--- src/core/commutator_pkg.sv ---
// Constants shared by the commutator core and its dead-time phase module
package commutator_pkg;
  // ==========================================================================
  // Carrier and bootstrap timing
  localparam int CARRIER_CYCLES = 252;
  localparam logic [7:0] CARRIER_LAST = 8'(CARRIER_CYCLES - 1);
  localparam logic [7:0] CARRIER_HALF = 8'(CARRIER_CYCLES / 2);
  localparam int FORCED_LOWER_PERCENT = 8;
  localparam logic [7:0] FORCED_LOWER_ON_CYCLES = 8'(CARRIER_CYCLES * FORCED_LOWER_PERCENT / 100);
  // ==========================================================================
  // Dead time in reference clock periods
  localparam logic [4:0] DEAD_CYCLES_HIGH = 5'h0B;
  localparam logic [4:0] DEAD_CYCLES_LOW = 5'h10;
  // ==========================================================================
  // Square to sine switch-over, one 60 degree sector in cycles
  localparam int SWITCH_PRESCALE = 4096;
  localparam int SAMPLES_PER_SECTOR = 32;
  localparam int SECTORS_PER_TURN = 6;
  localparam int SINE_SWITCH_SECTOR_CYCLES = SWITCH_PRESCALE * SAMPLES_PER_SECTOR;
  localparam int SAMPLE_SHIFT = 5;
  localparam logic [4:0] SAMPLE_LAST = 5'h1F;
  localparam logic [2:0] SECTOR_LAST = 3'h5;
  // ==========================================================================
  // Electrical position, 192 samples per turn
  localparam logic [7:0] POSITIONS = 8'hC0;
  localparam logic [7:0] POS_BACK = 8'hBF;
  localparam logic [7:0] POS_FWD = 8'h01;
  localparam logic [7:0] PHASE_SHIFT = 8'h40;
  localparam logic [7:0] HALF_TURN = 8'h60;
  localparam logic [7:0] QUARTER_TURN = 8'h30;
  localparam logic [7:0] MOD_CENTER = 8'h3F;
  // ==========================================================================
  // Speed command code at or below 0.2 V of a 5 V, 8-bit scale
  localparam logic [7:0] SPEED_LOW_CODE_DEFAULT = 8'h0A;
  // ==========================================================================
  // Hall code per sector, square pattern per sector (bit i upper, 3+i lower)
  localparam logic [2:0] HALL_CODE [6] = '{3'h4, 3'h6, 3'h2, 3'h3, 3'h1, 3'h5};
  localparam logic [5:0] SQUARE_PATTERN [6] = '{6'h11, 6'h21, 6'h22, 6'h0A, 6'h0C, 6'h14};
  // ==========================================================================
  // Quarter sine, 49 points, peak 62
  localparam logic [5:0] SINE_QUARTER [49] = '{
    6'h00, 6'h02, 6'h04, 6'h06, 6'h08, 6'h0A, 6'h0C, 6'h0E, 6'h10, 6'h12, 6'h14, 6'h16, 6'h18,
    6'h1A, 6'h1B, 6'h1D, 6'h1F, 6'h21, 6'h22, 6'h24, 6'h26, 6'h27, 6'h29, 6'h2A, 6'h2C, 6'h2D,
    6'h2F, 6'h30, 6'h31, 6'h32, 6'h34, 6'h35, 6'h36, 6'h37, 6'h38, 6'h38, 6'h39, 6'h3A, 6'h3B,
    6'h3B, 6'h3C, 6'h3C, 6'h3D, 6'h3D, 6'h3D, 6'h3E, 6'h3E, 6'h3E, 6'h3E};
endpackage

--- src/core/dead_time_phase.sv ---
// One bridge leg: complementary outputs with counted dead time
`timescale 1ns/100ps
`default_nettype none
module dead_time_phase (
  input wire logic clk_sys_i,
  input wire logic rst_i,
  input wire logic want_upper_i,
  input wire logic want_lower_i,
  input wire logic [4:0] dead_cycles_i,
  output logic upper_on_o,
  output logic lower_on_o
);
  import commutator_pkg::*;

  typedef struct packed {
    logic up;
    logic lo;
    logic [4:0] cnt;
  } leg_type;

  leg_type leg_reg, leg_next;

  // ==========================================================================
  // Leg control
  always_comb begin
    leg_next = leg_reg;
    if (leg_reg.cnt != 5'h00) begin
      leg_next.cnt = leg_reg.cnt - 5'h01;
    end
    // RQ10 - dead length loaded
    if (leg_reg.up && !want_upper_i) begin
      leg_next.up = 1'b0;
      leg_next.cnt = dead_cycles_i - 5'h01;
    end
    if (leg_reg.lo && !want_lower_i) begin
      leg_next.lo = 1'b0;
      leg_next.cnt = dead_cycles_i - 5'h01;
    end
    // RQ26 - complementary turn-on
    if (!leg_reg.up && !leg_reg.lo && leg_reg.cnt == 5'h00) begin
      leg_next.up = want_upper_i && !want_lower_i;
      leg_next.lo = want_lower_i && !want_upper_i;
    end
  end

  always_ff @(posedge clk_sys_i or posedge rst_i) begin
    if (rst_i) begin
      leg_reg <= '0;
    end else begin
      leg_reg <= leg_next;
    end
  end

  assign upper_on_o = leg_reg.up;
  assign lower_on_o = leg_reg.lo;
endmodule
`default_nettype wire

--- src/core/sine_pwm_bldc_commutator.sv ---
// Three-phase Hall-driven square/sine PWM commutator core
// Operation
// RQ1 - Start in 120 degree square drive from Hall inputs until switch-over speed.
// RQ2 - Switch-over rate is clock over 4096 times 32 times 6.
// RQ3 - Above switch-over, build modulation wave and drive 180 degree sine PWM.
// RQ4 - Low speed command forces lowers on once per carrier, about 8% duty.
// RQ5 - Above low command in sine drive, PWM passes to outputs unchanged.
// RQ6 - Above low command in square drive, lowers still forced on each carrier.
// RQ7 - System holds speed command low at start-up to precharge bootstrap supplies.
// RQ8 - Sine drive inserts counted dead time; upper and lower never both on.
// RQ9 - Square drive at full duty also keeps dead-time interlock.
// RQ10 - Dead time is 11 clocks with select high, 16 clocks with it low.
// RQ11 - Lead angle 0 to 58 degrees in 32 steps, saturating at 58.
// RQ12 - Carrier period is 252 clock periods.
// RQ13 - Polarity select high gives active-high outputs, low gives active-low.
// RQ14 - Direction checked every 360 degrees; flag high on mismatch, high after reset.
// RQ15 - Sine drive only while reverse flag low, else square drive.
// RQ16 - Over-current trip blocks all gates, released at next carrier cycle.
// RQ17 - Gate-block input low holds all outputs inactive; resume when high.
// RQ18 - Gate-block input low also suppresses bootstrap pulses.
// RQ19 - Hall pattern all high or all low turns all outputs off.
// RQ20 - Time between Hall edges paces the next 60 degree sector.
// RQ21 - Each sector has 32 samples, each one 32nd of last sector time.
// RQ22 - Without a new edge, stepping continues at the same width.
// RQ23 - Every Hall edge restarts the modulation wave for its sector.
// RQ24 - Forced lower on-time is 8% of carrier, regardless of speed command.
// RQ25 - Forced lower turn-on switches upper off first with dead time.
// RQ26 - Upper and lower derived complementarily, dead time delaying each turn-on.
`timescale 1ns/100ps
`default_nettype none
module sine_pwm_bldc_commutator #(
  parameter int SWITCH_CYCLES = commutator_pkg::SINE_SWITCH_SECTOR_CYCLES,
  parameter logic [7:0] SPEED_LOW_CODE = commutator_pkg::SPEED_LOW_CODE_DEFAULT
) (
  input wire logic clk_sys_i,
  input wire logic rst_i,
  input wire logic hall_phase_a_i,
  input wire logic hall_phase_b_i,
  input wire logic hall_phase_c_i,
  input wire logic direction_select_i,
  input wire logic dead_time_select_i,
  input wire logic output_polarity_select_i,
  input wire logic gate_block_input_n_i,
  input wire logic overcurrent_trip_i,
  input wire logic [7:0] speed_command_i,
  input wire logic [4:0] lead_angle_input_i,
  output logic upper_a_o,
  output logic upper_b_o,
  output logic upper_c_o,
  output logic lower_a_o,
  output logic lower_b_o,
  output logic lower_c_o,
  output logic reverse_detect_flag_o
);
  import commutator_pkg::*;

  localparam int TW = $clog2(SWITCH_CYCLES + 1);
  localparam logic [TW-1:0] SW = TW'(SWITCH_CYCLES);
  localparam int SYNC_W = 21;

  typedef struct packed {
    logic [SYNC_W-1:0] sync1;
    logic [SYNC_W-1:0] sync2;
    logic [2:0] hall_prev;
    logic [2:0] sector;
    logic [TW-1:0] tmr;
    logic [TW-1:0] period;
    logic [TW-1:0] stepcnt;
    logic [7:0] pos;
    logic fast;
    logic reverse_detect_flag;
    logic [2:0] edges;
    logic [7:0] cpos;
    logic oc_block;
    logic [2:0] want_up;
    logic [2:0] want_lo;
    logic [5:0] out;
  } state_type;

  state_type state_reg, state_next;

  // ==========================================================================
  // Helpers
  function automatic logic [7:0] pos_add(input logic [7:0] p, input logic [7:0] d);
    logic [8:0] s;
    s = {1'b0, p} + {1'b0, d};
    if (s >= {1'b0, POSITIONS}) begin
      s = s - {1'b0, POSITIONS};
    end
    return s[7:0];
  endfunction

  function automatic logic [2:0] hall_sector(input logic [2:0] h);
    logic [2:0] s;
    s = 3'h0;
    for (int k = 0; k < 6; k++) begin
      if (HALL_CODE[k] == h) begin
        s = 3'(k);
      end
    end
    return s;
  endfunction

  function automatic logic [7:0] mod_level(input logic [7:0] p, input logic [7:0] amp);
    logic [7:0] h;
    logic [7:0] q;
    logic [13:0] prod;
    h = (p >= HALF_TURN) ? 8'(p - HALF_TURN) : p;
    q = (h > QUARTER_TURN) ? 8'(HALF_TURN - h) : h;
    prod = 14'(SINE_QUARTER[q[5:0]]) * 14'(amp);
    if (p >= HALF_TURN) begin
      return 8'(MOD_CENTER - {2'b00, prod[13:8]});
    end
    return 8'(MOD_CENTER + {2'b00, prod[13:8]});
  endfunction

  // ==========================================================================
  // Synchronised pins and decodes
  logic [2:0] hall;
  logic dir_s;
  logic dts_s;
  logic pol_s;
  logic gbn_s;
  logic oc_s;
  logic [7:0] speed_s;
  logic [4:0] lead_s;
  logic hall_ok;
  logic hall_edge;
  logic [2:0] sector_now;
  logic fwd;
  logic speed_low;
  logic blocked;
  logic [7:0] tri_lvl;
  logic boot_win;
  logic sine_mode;
  logic [4:0] dead_len;
  logic [2:0] up_on;
  logic [2:0] lo_on;

  assign {lead_s, speed_s, oc_s, gbn_s, pol_s, dts_s, dir_s, hall} = state_reg.sync2;
  // RQ19 - invalid Hall patterns
  assign hall_ok = (hall != 3'h0) && (hall != 3'h7);
  assign hall_edge = hall_ok && (hall != state_reg.hall_prev);
  assign sector_now = hall_sector(hall);
  assign fwd = (sector_now == ((state_reg.sector == SECTOR_LAST) ? 3'h0 : state_reg.sector + 3'h1));
  assign speed_low = speed_s <= SPEED_LOW_CODE;
  // RQ17 - gate block and faults
  assign blocked = !gbn_s || state_reg.oc_block || !hall_ok;
  // RQ12 - triangle from carrier count
  assign tri_lvl = (state_reg.cpos < CARRIER_HALF) ? state_reg.cpos : 8'(CARRIER_LAST - state_reg.cpos);
  // RQ24 - fixed forced lower window
  assign boot_win = state_reg.cpos < FORCED_LOWER_ON_CYCLES;
  // RQ15 - sine needs forward flag
  assign sine_mode = state_reg.fast && !state_reg.reverse_detect_flag;
  // RQ10 - dead length select
  assign dead_len = dts_s ? DEAD_CYCLES_HIGH : DEAD_CYCLES_LOW;

  // ==========================================================================
  // Bridge legs
  for (genvar i = 0; i < 3; i++) begin : g_leg
    dead_time_phase u_leg (
      .clk_sys_i(clk_sys_i),
      .rst_i(rst_i),
      .want_upper_i(state_reg.want_up[i]),
      .want_lower_i(state_reg.want_lo[i]),
      .dead_cycles_i(dead_len),
      .upper_on_o(up_on[i]),
      .lower_on_o(lo_on[i])
    );
  end

  // ==========================================================================
  // Next state
  always_comb begin
    logic [7:0] base;
    logic [7:0] ph;
    logic [7:0] sh;
    logic [5:0] pat;
    logic [5:0] on;
    logic [TW-1:0] width;
    logic pwm_up;
    logic sq_on;
    base = 8'h00;
    ph = 8'h00;
    sh = 8'h00;
    pat = 6'h00;
    on = 6'h00;
    width = '0;
    pwm_up = 1'b0;
    sq_on = 1'b0;
    state_next = state_reg;
    state_next.sync1 = {lead_angle_input_i, speed_command_i, overcurrent_trip_i, gate_block_input_n_i,
                        output_polarity_select_i, dead_time_select_i, direction_select_i,
                        hall_phase_a_i, hall_phase_b_i, hall_phase_c_i};
    state_next.sync2 = state_reg.sync1;

    // RQ12 - carrier of 252 clocks
    state_next.cpos = (state_reg.cpos == CARRIER_LAST) ? 8'h00 : state_reg.cpos + 8'h01;

    // RQ16 - trip sets, carrier end clears
    if (oc_s) begin
      state_next.oc_block = 1'b1;
    end else if (state_reg.cpos == CARRIER_LAST) begin
      state_next.oc_block = 1'b0;
    end

    if (hall_ok) begin
      state_next.hall_prev = hall;
    end
    width = state_reg.period >> SAMPLE_SHIFT;
    if (hall_edge) begin
      // RQ20 - sector time captured
      state_next.period = state_reg.tmr;
      // RQ2 - switch-over compare
      state_next.fast = state_reg.tmr < SW;
      state_next.tmr = '0;
      state_next.stepcnt = '0;
      state_next.sector = sector_now;
      // RQ23 - restart at sector start
      state_next.pos = dir_s ? {sector_now, SAMPLE_LAST} : {sector_now, 5'h00};
      // RQ14 - verdict every six edges
      if (state_reg.edges == SECTOR_LAST) begin
        state_next.edges = 3'h0;
        state_next.reverse_detect_flag = (fwd == dir_s);
      end else begin
        state_next.edges = state_reg.edges + 3'h1;
      end
    end else begin
      if (state_reg.tmr < SW) begin
        state_next.tmr = state_reg.tmr + 1'b1;
      end else begin
        state_next.fast = 1'b0;
      end
      // RQ21 - one sample per period/32
      // RQ22 - keep stepping past 32
      if (TW'(state_reg.stepcnt + 1'b1) >= width) begin
        state_next.stepcnt = '0;
        state_next.pos = pos_add(state_reg.pos, dir_s ? POS_BACK : POS_FWD);
      end else begin
        state_next.stepcnt = state_reg.stepcnt + 1'b1;
      end
    end

    // RQ11 - lead angle of 32 steps
    base = dir_s ? pos_add(state_reg.pos, 8'(POSITIONS - {3'b000, lead_s}))
                 : pos_add(state_reg.pos, {3'b000, lead_s});
    sh = dir_s ? PHASE_SHIFT : 8'(PHASE_SHIFT << 1);
    pat = SQUARE_PATTERN[state_reg.sector];
    if (dir_s) begin
      pat = {pat[2:0], pat[5:3]};
    end
    sq_on = {1'b0, speed_s[7:1]} > tri_lvl;
    ph = base;
    for (int i = 0; i < 3; i++) begin
      // RQ3 - sine compare with triangle
      pwm_up = mod_level(ph, speed_s) > tri_lvl;
      ph = pos_add(ph, sh);
      if (blocked) begin
        // RQ18 - no pulses while blocked
        state_next.want_up[i] = 1'b0;
        state_next.want_lo[i] = 1'b0;
      end else if (speed_low) begin
        // RQ4 - bootstrap pulse only
        state_next.want_up[i] = 1'b0;
        state_next.want_lo[i] = boot_win;
      end else if (sine_mode) begin
        // RQ5 - PWM passed straight
        state_next.want_up[i] = pwm_up;
        state_next.want_lo[i] = !pwm_up;
      end else if (boot_win) begin
        // RQ6 - forced lower in square
        state_next.want_up[i] = 1'b0;
        state_next.want_lo[i] = 1'b1;
      end else begin
        // RQ1 - 120 degree square pattern
        state_next.want_up[i] = pat[i] && sq_on;
        state_next.want_lo[i] = pat[3 + i];
      end
    end

    // RQ9 - legs keep dead time always
    on = {lo_on, up_on} & {6{!blocked}};
    // RQ13 - polarity applied last
    state_next.out = pol_s ? on : ~on;
  end

  always_ff @(posedge clk_sys_i or posedge rst_i) begin
    if (rst_i) begin
      state_reg <= '0;
      state_reg.reverse_detect_flag <= 1'b1;
    end else begin
      state_reg <= state_next;
    end
  end

  // ==========================================================================
  // Outputs
  assign upper_a_o = state_reg.out[0];
  assign upper_b_o = state_reg.out[1];
  assign upper_c_o = state_reg.out[2];
  assign lower_a_o = state_reg.out[3];
  assign lower_b_o = state_reg.out[4];
  assign lower_c_o = state_reg.out[5];
  assign reverse_detect_flag_o = state_reg.reverse_detect_flag;
endmodule
`default_nettype wire

--- config.mk ---
export PLATFORM = sky130hd
export DESIGN_NAME = sine_pwm_bldc_commutator
export DESIGN_NICKNAME = d
export VERILOG_FILES = /design/src/core/commutator_pkg.sv /design/src/core/dead_time_phase.sv /design/src/core/sine_pwm_bldc_commutator.sv
export SDC_FILE = /design/constraint.sdc
export NUM_CORES = 1
export LEC_CHECK = 0
export BUFFER_PORTS_ARGS = -buffer_cell sky130_fd_sc_hd__buf_2
export CORE_MARGIN = 5
export CORE_UTILIZATION = 52
export CTS_BUF_LIST = sky130_fd_sc_hd__clkbuf_4
export DETAILED_ROUTE_END_ITERATION = 10
export PLACE_DENSITY_LB_ADDON = 0.1
export SETUP_SLACK_MARGIN = 0.05
export SYNTH_ARGS = -nofsm -noshare
export SYNTH_HDL_FRONTEND = slang
export SYNTH_SLANG_ARGS = --single-unit
export TNS_END_PERCENT = 5
--- constraint.sdc ---
create_clock -name clk_sys_i -period 41.3 [get_ports clk_sys_i]
set_clock_uncertainty 0.15 [all_clocks]
set_input_delay 2.065 -clock clk_sys_i [delete_from_list [all_inputs] [get_ports clk_sys_i]]
set_output_delay 2.065 -clock clk_sys_i [all_outputs]
set_load 0.02 [all_outputs]
==> flow_metrics.env, run 1 <==
export IMPL_synth_edf_count=0
export IMPL_required_ps=41620
export IMPL_yosys_area_share_simple_pct=20.8
export IMPL_synth_top_cell_area_share_pct=24.0
export IMPL_tns_ps=0
export IMPL_die_y_um=184
export IMPL_synthFlopType="dfrtp_1"
export IMPL_vias_per_cell=5.91
export IMPL_antenna_cells=0
export IMPL_hold_buffers=0
export IMPL_grt_pass1_wl_um=63400
export IMPL_crit_type="reg2reg"
export IMPL_hold_viol=0
export IMPL_crit_path_end_kind="flip-flop"
export IMPL_yosys_top_cells_area="dfrtp_1 24%, ha_1 12%, fa_1 9.7%, nand2_1 5.2%, inv_1 4.2%"
export IMPL_antenna_found_initial=0
export IMPL_cp_common_cell="ha_1"
export IMPL_drtIter0Drc=944
export IMPL_met2WireLength_um=17200
export IMPL_clockBufferDepth=2
export IMPL_htreeDepth=4
export IMPL_rsz0062_at_grt="false"
export IMPL_fin_area_mm2=0.0165
export IMPL_fin_nets=2127
export IMPL_syn_to_final_growth_pct=4.87
export IMPL_initial_utilization_pct=52.9
export IMPL_muxShareOfSynthArea_pct=1.56
export IMPL_avgSynthCellArea_um2=8.30
export IMPL_drv_cap=0
export IMPL_cts_setup_buffers=0
export IMPL_ys_seq_area_share_pct=24.2
export IMPL_gp_congestion=0.913
export IMPL_core_region_area_mm2=0.0297
export IMPL_cts_sinks=152
export IMPL_grt_overflow=0
export IMPL_drc=0
export IMPL_insertion_delay_ps=560
export IMPL_placed_area_mm2=0.0162
export IMPL_top_layer="met4"
export IMPL_dr_pass1_iters=6
export IMPL_hpwl_um=28300
export IMPL_grt_max_degree=83
export IMPL_maxSlewHeadroom_pct=24.3
export IMPL_synth_seq_cells=152
export IMPL_outcome="completed"
export IMPL_synthCells=1894
export IMPL_grt_pass1_vias=12900
export IMPL_cts_buffers=17
export IMPL_worst_slew_pin_slew_ps=1110
export IMPL_crit_arrival_ps=15140
export IMPL_yosysMostFrequentCell="nand2_1"
export IMPL_synth_area_leader_cell="dfrtp_1"
export IMPL_slowest_stage="fa_1"
export IMPL_fin_hold_ws_ps=180
export IMPL_wire_per_inst_um=16.3
export IMPL_setup_violations=0
export IMPL_synth_compound_area_share_pct=19.6
export IMPL_rows=63
export IMPL_io_pins=30
export IMPL_min_period_ps=14820
export IMPL_synth_top_family_by_area="adder cells"
export IMPL_synth_adder_area_share_pct=21.3
export IMPL_cts_tree="done"
export IMPL_fmax_ghz=0.0675
export IMPL_root_buffer="clkbuf_4"
export IMPL_ant_nets=0
export IMPL_num_vias=13500
export IMPL_multi_input_area_mm2=0.0110
export IMPL_period_share_pct=35.9
export IMPL_met3_length_um=1630
export IMPL_hp_class="reg2reg"
export IMPL_drive_gt1_share_pct=6.28
export IMPL_port_buffer_count=29
export IMPL_synth_xor_xnor_area_share_pct=6.41
export IMPL_nFillCells=2733
export IMPL_drt_wl_total_um=37200
export IMPL_fin_util_pct=55.5
export IMPL_clk_pin_slew_ps=150
export IMPL_die_area_mm2=0.0338
export IMPL_seq_area_mm2=0.00380
export IMPL_crit_fanout=13
export IMPL_yosysUniqueCellTypes=102
export IMPL_synth_area_mm2=0.0157
export IMPL_start_kind="flip-flop"
export IMPL_synth_common_cells="216 x nand2_1, 176 x inv_1, 154 x nor2_1"
export IMPL_die_w_um=184
export IMPL_maxSlewViolCount=0
export IMPL_ctsResizeCount=0
export IMPL_largest_reg_flops=82
export IMPL_track_usage_pct=22.3
export IMPL_async_reset_ff_share_pct=100
export IMPL_slowest_delay_ps=650
export IMPL_wirelength_met1_um=17700
export IMPL_yosys_warnings=0
-- final timing paths --
check	from	endpoint	slack, ps	cells past startpoint
max in group asynchronous	rst_i	g_leg[2].u_leg.leg_reg[2]	38130	3
worst max register to register	lead_s[1]	state_reg[8]	26480	64
worst max-delay path	lead_s[1]	state_reg[8]	26480	64
worst min register to register	state_next[107]	speed_s[5]	180	0
min in group asynchronous	rst_i	speed_s[0]	1450	2
worst min-delay path	state_next[107]	speed_s[5]	180	0
-- layer usage --
layer / track usage [%] / vias to the layer above
met5: 0 / -
met1: 32.1 / 6537
met2: 35.9 / 340
li1: - / 6586
met4: 5.44 / 0
met3: 2.95 / 51
-- through the flow --
| step | instances | worst slack, ps |
|---|---|---|
| after global routing | 2285 | 25420 |
| after detailed placement | 2254 | 26750 |
| after CTS | 2285 | 26710 |
| final | 2285 | 26480 |
| after floorplan | 1898 | 28250 |
| after global placement | 2254 | 27290 |
-- cell type report --
type	instances	area share, %
Clock buffer	18	0.819
Tap cell	390	2.96
Sequential cell	152	23.1
Clock inverter	13	0.926
Inverter	178	4.08
Timing Repair Buffer	42	1.47
Multi-Input combinational cell	1492	66.7
-- critical path, delay by kind of cell, from the launching register on --
| kind | cells | cell delay [ps] |
|---|---|---|
| compound gates | 23 | 5210 |
| fa+ha+maj | 14 | 4940 |
| simple gates | 15 | 2590 |
| xor+xnor | 4 | 750 |
| buf+inv | 8 | 630 |
| flops | 1 | 450 |
-- logic make-up (layout without fill, tap and decap cells) --
| logic type | Yosys count | after routing |
|---|---|---|
| buffers and inverters | 254 | 251 |
| DFF | 152 | 152 |
| xor gates and xnor gates | 115 | 115 |
| AOI/OAI and AO/OA | 454 | 454 |
| other | 1 | 5 |
| adders and majority gates | 222 | 222 |
| muxes | 23 | 23 |
| and+or+nand+nor | 673 | 673 |
-- layout by cell type (no fill, tap or decap), types with 8 or more instances in the layout --
master,count
or2_2,8
xnor2_1,66
mux2i_1,14
and3_1,19
buf_4,13
o21ai_0,101
o211ai_1,20
a211oi_1,8
xor2_1,49
nor4_1,8
o21a_1,11
nand4_1,20
a31oi_1,34
fa_1,76
nand2_1,216
clkbuf_4,18
nor3_1,39
a21o_1,24
inv_1,175
and2_1,51
nand3_1,62
nand2b_1,19
buf_2,29
dfrtp_1,151
ha_1,145
a21oi_1,100
nor2_1,154
o21ai_1,11
o31ai_1,11
a221oi_1,10
or3_1,10
nor2b_1,38
Power of run 1 is left out: the tool's default activity adds up to more than one toggle a clock period on the data nets, which glitch-free logic cannot reach.
==> run 2, diff against run 1 <==
==> constraint.sdc (replaced) <==
create_clock -name clk_sys_i -period 14.4 [get_ports clk_sys_i]
set_clock_uncertainty 0.15 [all_clocks]
set_input_delay 0.72 -clock clk_sys_i [delete_from_list [all_inputs] [get_ports clk_sys_i]]
set_output_delay 0.72 -clock clk_sys_i [all_outputs]
set_load 0.02 [all_outputs]
==> run 2 against run 1 <==
Against the previous run: critical path depth is 1 higher; via count increased by 0.38%; flip-flop and latch count unchanged; first-iteration DRC count is 13% higher; setup slack worse by 26000 ps; die area unchanged; global-route usage up 0.15 points; routed wire length rose by 1.9%; sequential share of layout area is 0.35 points lower; highest routed layer unchanged.
==> flow_metrics.env, run 2 (synthesis results as in run 1) <==
export IMPL_cts_tree="done"
export IMPL_die_y_um=184
export IMPL_clk_pin_slew_ps=190
export IMPL_port_buffer_count=29
export IMPL_wire_per_inst_um=16.5
export IMPL_layout_common_cells="214 x nand2_1, 175 x inv_1, 153 x nor2_1, 151 x dfrtp_1, 144 x ha_1"
export IMPL_initial_utilization_pct=52.9
export IMPL_antenna_found_initial=0
export IMPL_io_pins=30
export IMPL_r2r_cells=65
export IMPL_outcome="completed"
export IMPL_rr_endpoint="state_reg[8]"
export IMPL_syn_to_final_growth_pct=6.49
export IMPL_fmax_ghz=0.0736
export IMPL_antenna_cells=0
export IMPL_core_region_area_mm2=0.0297
export IMPL_drive_gt1_share_pct=8.33
export IMPL_hold_viol=0
export IMPL_grt_max_degree=84
export IMPL_setup_violations=0
export IMPL_crit_arrival_ps=13930
export IMPL_fin_util_pct=56.3
export IMPL_maxSlewViolCount=0
export IMPL_vias_per_cell=5.90
export IMPL_cts_buffers=17
export IMPL_drc=0
export IMPL_hp_class="in2async"
export IMPL_crit_path_end_kind="flip-flop"
export IMPL_grt_pass1_wl_um=63700
export IMPL_period_share_pct=94.3
export IMPL_min_period_ps=13580
export IMPL_drt_wl_total_um=37900
export IMPL_slowest_delay_ps=610
export IMPL_rsz0062_at_grt="false"
export IMPL_hpwl_um=28300
export IMPL_insertion_delay_ps=590
export IMPL_die_area_mm2=0.0338
export IMPL_maxSlewHeadroom_pct=25.4
export IMPL_drtIter0Drc=1062
export IMPL_cp_common_cell="ha_1"
export IMPL_largest_reg_flops=82
export IMPL_num_vias=13600
export IMPL_drv_cap=0
export IMPL_crit_fanout=9
export IMPL_reg2reg_slack_ps=820
export IMPL_grt_pass1_vias=13000
export IMPL_root_buffer="clkbuf_4"
export IMPL_ant_nets=0
export IMPL_worst_slew_pin_slew_ps=1090
export IMPL_gp_congestion=0.885
export IMPL_rows=63
export IMPL_grt_overflow=0
export IMPL_slowest_stage="fa_2"
export IMPL_cts_sinks=152
export IMPL_setup_worst_path_start="lead_s[0]"
export IMPL_worstReg2RegStart="lead_s[0]"
export IMPL_final_common_cell="nand2_1"
export IMPL_die_w_um=184
export IMPL_htreeDepth=4
export IMPL_crit_type="reg2reg"
export IMPL_required_ps=14750
export IMPL_dr_pass1_iters=7
export IMPL_fin_nets=2140
export IMPL_clockBufferDepth=2
export IMPL_tns_ps=0
export IMPL_start_kind="flip-flop"
export IMPL_track_usage_pct=22.5
run 2: cell count changes in the layout (fill, tap and decap cells not counted), moves of 2 or more:
cell,delta
a21oi_1,-4
a21oi_2,+2
a21oi_4,+2
buf_4,+12
clkinv_1,-2
clkinv_2,-2
clkinv_4,+2
inv_6,+2
inv_8,+3
nand2_1,-2
nand2_2,+2
o21ai_0,-3
o21ai_2,+2
run 2: worst max-delay path: cells and delay by family, from the launching register on:
family,cells,cell delay [ps]
AOI/OAI and AO/OA,21,4110
xor gates and xnor gates,4,660
DFF,1,430
and+or+nand+nor,17,2530
adders and majority gates,14,4750
buffers and inverters,9,830
run 2: final cells by class:
cell class / instances / area (µm²)
inverters: 178 / 673
clock buffers: 17 / 128
repair buffers: 55 / 338
multi-input cells: 1492 / 11100
fillers: 2722 / 13000
clock inverters: 15 / 183
flip-flops and latches: 152 / 3800
well taps: 390 / 488
run 2: timing repair:
| action | CTS | global route |
|---|---|---|
| setup buffers | 0 | 8 |
| setup endpoints to repair | 2 | 2 |
| hold buffers | 0 | 0 |
| pin swaps | 0 | 6 |
| gates resized for setup | 3 | 29 |
run 2: worst max path at each step:
stage                               to  slack [ps]  depth (start not counted)
final                     state_reg[8]         820                         65
after global routing      state_reg[8]           8                         64
after CTS                 state_reg[8]         210                         66
after detailed placement  state_reg[8]         -70                         65
after global placement    state_reg[8]         400                         65
after floorplan           state_reg[8]        1350                         68
run 2: metrics by stage:
step | instance area [µm²] | hold slack, ps | cells | setup WS [ps]
floorplan | 15700 | 181 | 1898 | 1350
detailed placement | 16200 | 185 | 2259 | -68.0
global placement | 16200 | 184 | 2259 | 397
finish | 16700 | 71.8 | 2299 | 822
global route | 16700 | 23.0 | 2299 | 7.66
CTS | 16600 | 28.2 | 2291 | 206
run 2: per-layer routing:
metal / routed length, µm / share of wire [%] / track usage, %
met5: 0 / 0 / 0
met4: 693 / 1.8 / 5.24
met3: 1830 / 4.8 / 2.81
met2: 17800 / 47 / 36.9
met1: 17700 / 47 / 31.8
Power of run 2 is left out for the same reason.
==> run 3, diff against run 2 <==
--- a/config.mk
+++ b/config.mk
@@ -12,7 +12,9 @@
 export DETAILED_ROUTE_END_ITERATION = 10
 export PLACE_DENSITY_LB_ADDON = 0.1
 export SETUP_SLACK_MARGIN = 0.05
+export SLEW_MARGIN = 20
 export SYNTH_ARGS = -nofsm -noshare
 export SYNTH_HDL_FRONTEND = slang
+export SYNTH_HIERARCHICAL = 1
 export SYNTH_SLANG_ARGS = --single-unit
 export TNS_END_PERCENT = 5
==> run 3 against run 2 <==
Against the previous run: routed wire length fell by 1.6%; utilization fell by 0.39 points; final cell count fell by 0.30%; area after synthesis rose by 1.0%; flip-flop and latch count did not move; synthesized cell count fell by 1.2%; global-route usage fell by 0.060 points; non-clock buffer count fell by 4; setup slack improved by 69 ps; first-iteration DRC count fell by 13%; maximum frequency rose by 0.51%; critical path type unchanged.
==> flow_metrics.env, run 3 <==
export IMPL_io_pins=30
export IMPL_synth_area_leader_cell="dfrtp_1"
export IMPL_final_common_cell="nand2_1"
export IMPL_required_ps=14730
export IMPL_drv_cap=0
export IMPL_clockBufferDepth=2
export IMPL_fin_hold_ws_ps=85.5
export IMPL_outcome="completed"
export IMPL_fin_nets=2132
export IMPL_min_period_ps=13510
export IMPL_period_share_pct=93.8
export IMPL_vias_per_cell=5.81
export IMPL_syn_to_final_growth_pct=6.88
export IMPL_cts_tree="done"
export IMPL_drt_wl_total_um=37300
export IMPL_num_vias=13300
export IMPL_setup_ws_ps=891
export IMPL_synth_seq_cells=152
export IMPL_drc=0
export IMPL_insertion_delay_ps=600
export IMPL_worst_slew_pin_slew_ps=1060
export IMPL_maxSlewViolCount=0
export IMPL_die_y_um=185
export IMPL_dr_pass1_iters=7
export IMPL_cts_sinks=152
export IMPL_die_area_mm2=0.0341
export IMPL_slowest_delay_ps=580
export IMPL_cp_top_family="adder cells"
export IMPL_reg2reg_slack_ps=890
export IMPL_preCtsSetupSlack_ps=-16.4
export IMPL_ys_seq_area_share_pct=24.0
export IMPL_wire_per_inst_um=16.3
export IMPL_setup_violations=0
export IMPL_synthCells=1871
export IMPL_hp_class="in2reg"
export IMPL_rr_endpoint="state_reg[8]"
export IMPL_core_region_area_mm2=0.0303
export IMPL_die_w_um=185
export IMPL_gp_congestion=0.873
export IMPL_rows=64
export IMPL_r2r_cells=54
export IMPL_htreeDepth=4
export IMPL_root_buffer="clkbuf_4"
export IMPL_clk_pin_slew_ps=180
export IMPL_worstReg2RegStart="state_reg[29]"
export IMPL_synth_top_cell_area_share_pct=23.8
export IMPL_port_buffer_count=29
export IMPL_grt_pass1_wl_um=63300
export IMPL_crit_arrival_ps=13840
export IMPL_crit_type="reg2reg"
export IMPL_layout_common_cells="205 x nand2_1, 173 x inv_1, 151 x ha_1, 151 x dfrtp_1, 117 x nor2_1"
export IMPL_initial_utilization_pct=52.3
export IMPL_min_from="lead_angle_input_i[4]"
export IMPL_yosysMostFrequentCell="nand2_1"
export IMPL_drive_gt1_share_pct=7.76
export IMPL_synth_common_cells="205 x nand2_1, 174 x inv_1, 151 x dfrtp_1, 151 x ha_1, 118 x nor2_1"
export IMPL_cts_buffers=17
export IMPL_start_kind="flip-flop"
export IMPL_grt_overflow=0
export IMPL_avgSynthCellArea_um2=8.49
export IMPL_synthFlopType="dfrtp_1"
export IMPL_hold_viol=0
export IMPL_yosys_warnings=6
export IMPL_fin_util_pct=55.9
export IMPL_track_usage_pct=22.4
export IMPL_antenna_found_initial=1
export IMPL_ant_nets=0
export IMPL_crit_fanout=8
export IMPL_yosysUniqueCellTypes=101
export IMPL_rsz0062_at_grt="false"
export IMPL_drtIter0Drc=927
export IMPL_largest_reg_flops=82
export IMPL_hold_depth=1
export IMPL_grt_pass1_vias=13000
export IMPL_fmax_ghz=0.0740
export IMPL_maxSlewHeadroom_pct=28.9
export IMPL_crit_path_end_kind="flip-flop"
export IMPL_synth_edf_count=0
export IMPL_path_buf_inv=2
export IMPL_hpwl_um=28000
export IMPL_slowest_stage="or4_4"
export IMPL_holdPathEnd="state_next[114]"
export IMPL_yosys_top_cells_area="dfrtp_1 24%, ha_1 12%, fa_1 9.6%, nand2_1 4.8%, inv_1 4.1%"
export IMPL_cp_common_cell="ha_1"
export IMPL_async_reset_ff_share_pct=100
export IMPL_grt_max_degree=79
export IMPL_nFillCells=2820
export IMPL_synth_area_mm2=0.0159
-- run 3: cells by family after synthesis --
group / count (synthesis) / synth area share, %
simple gates: 656 / 20.7
other cells: 1 / 0.0236
mux: 43 / 2.84
xor+xnor: 124 / 6.93
buf+inv: 252 / 6.10
fa+ha+maj: 228 / 21.5
flops: 152 / 24.0
compound gates: 415 / 17.9
-- run 3: timing repair --
action / CTS / global route
setup endpoints to repair: 1 / 3
gates resized for setup: 1 / 29
buffers inserted: 0 / 1
hold endpoints to repair: 35 / 0
pin swaps: 0 / 4
hold buffers: 3 / 0
-- run 3: how the worst max path moves through the flow --
stage	from	endpoint	slack, ps	cells after the start
finish	state_reg[29]	state_reg[8]	890	54
global route	state_reg[29]	state_reg[8]	30	54
CTS	state_reg[26]	state_reg[8]	80	57
detailed placement	lead_s[1]	state_reg[8]	-20	61
global placement	state_reg[26]	state_reg[8]	520	59
floorplan	lead_s[2]	state_reg[8]	1490	61
-- run 3: per-stage QoR --
stage / instances / setup TNS [ps] / instance area [µm²]
final: 2292 / 0 / 17000
after global routing: 2292 / 0 / 17000
after CTS: 2289 / 0 / 16800
after detailed placement: 2254 / -16.4 / 16400
after global placement: 2254 / 0 / 16400
after floorplan: 1887 / 0 / 15900
-- run 3: area by class of cell --
class / count / area (µm²) / area share (%)
multi-input combinational: 1483 / 11300 / 66.8
sequential: 152 / 3800 / 22.4
inverter: 177 / 669 / 3.94
tap: 396 / 495 / 2.92
timing repair buffer: 51 / 330 / 1.95
clock inverter: 15 / 200 / 1.18
clock buffer: 17 / 128 / 0.752
antenna: 1 / 2.50 / 0.0147
-- run 3: routing by layer --
layer | wire, µm | track usage, % | part of all wire, % | up-vias
li1 | - | - | - | 6529
met1 | 17400 | 31.2 | 47 | 6471
met2 | 18000 | 37.6 | 48 | 275
met3 | 1450 | 2.65 | 3.9 | 42
met4 | 533 | 5.58 | 1.4 | 0
met5 | 0 | 0 | 0 | -
Power of run 3 is left out for the same reason.
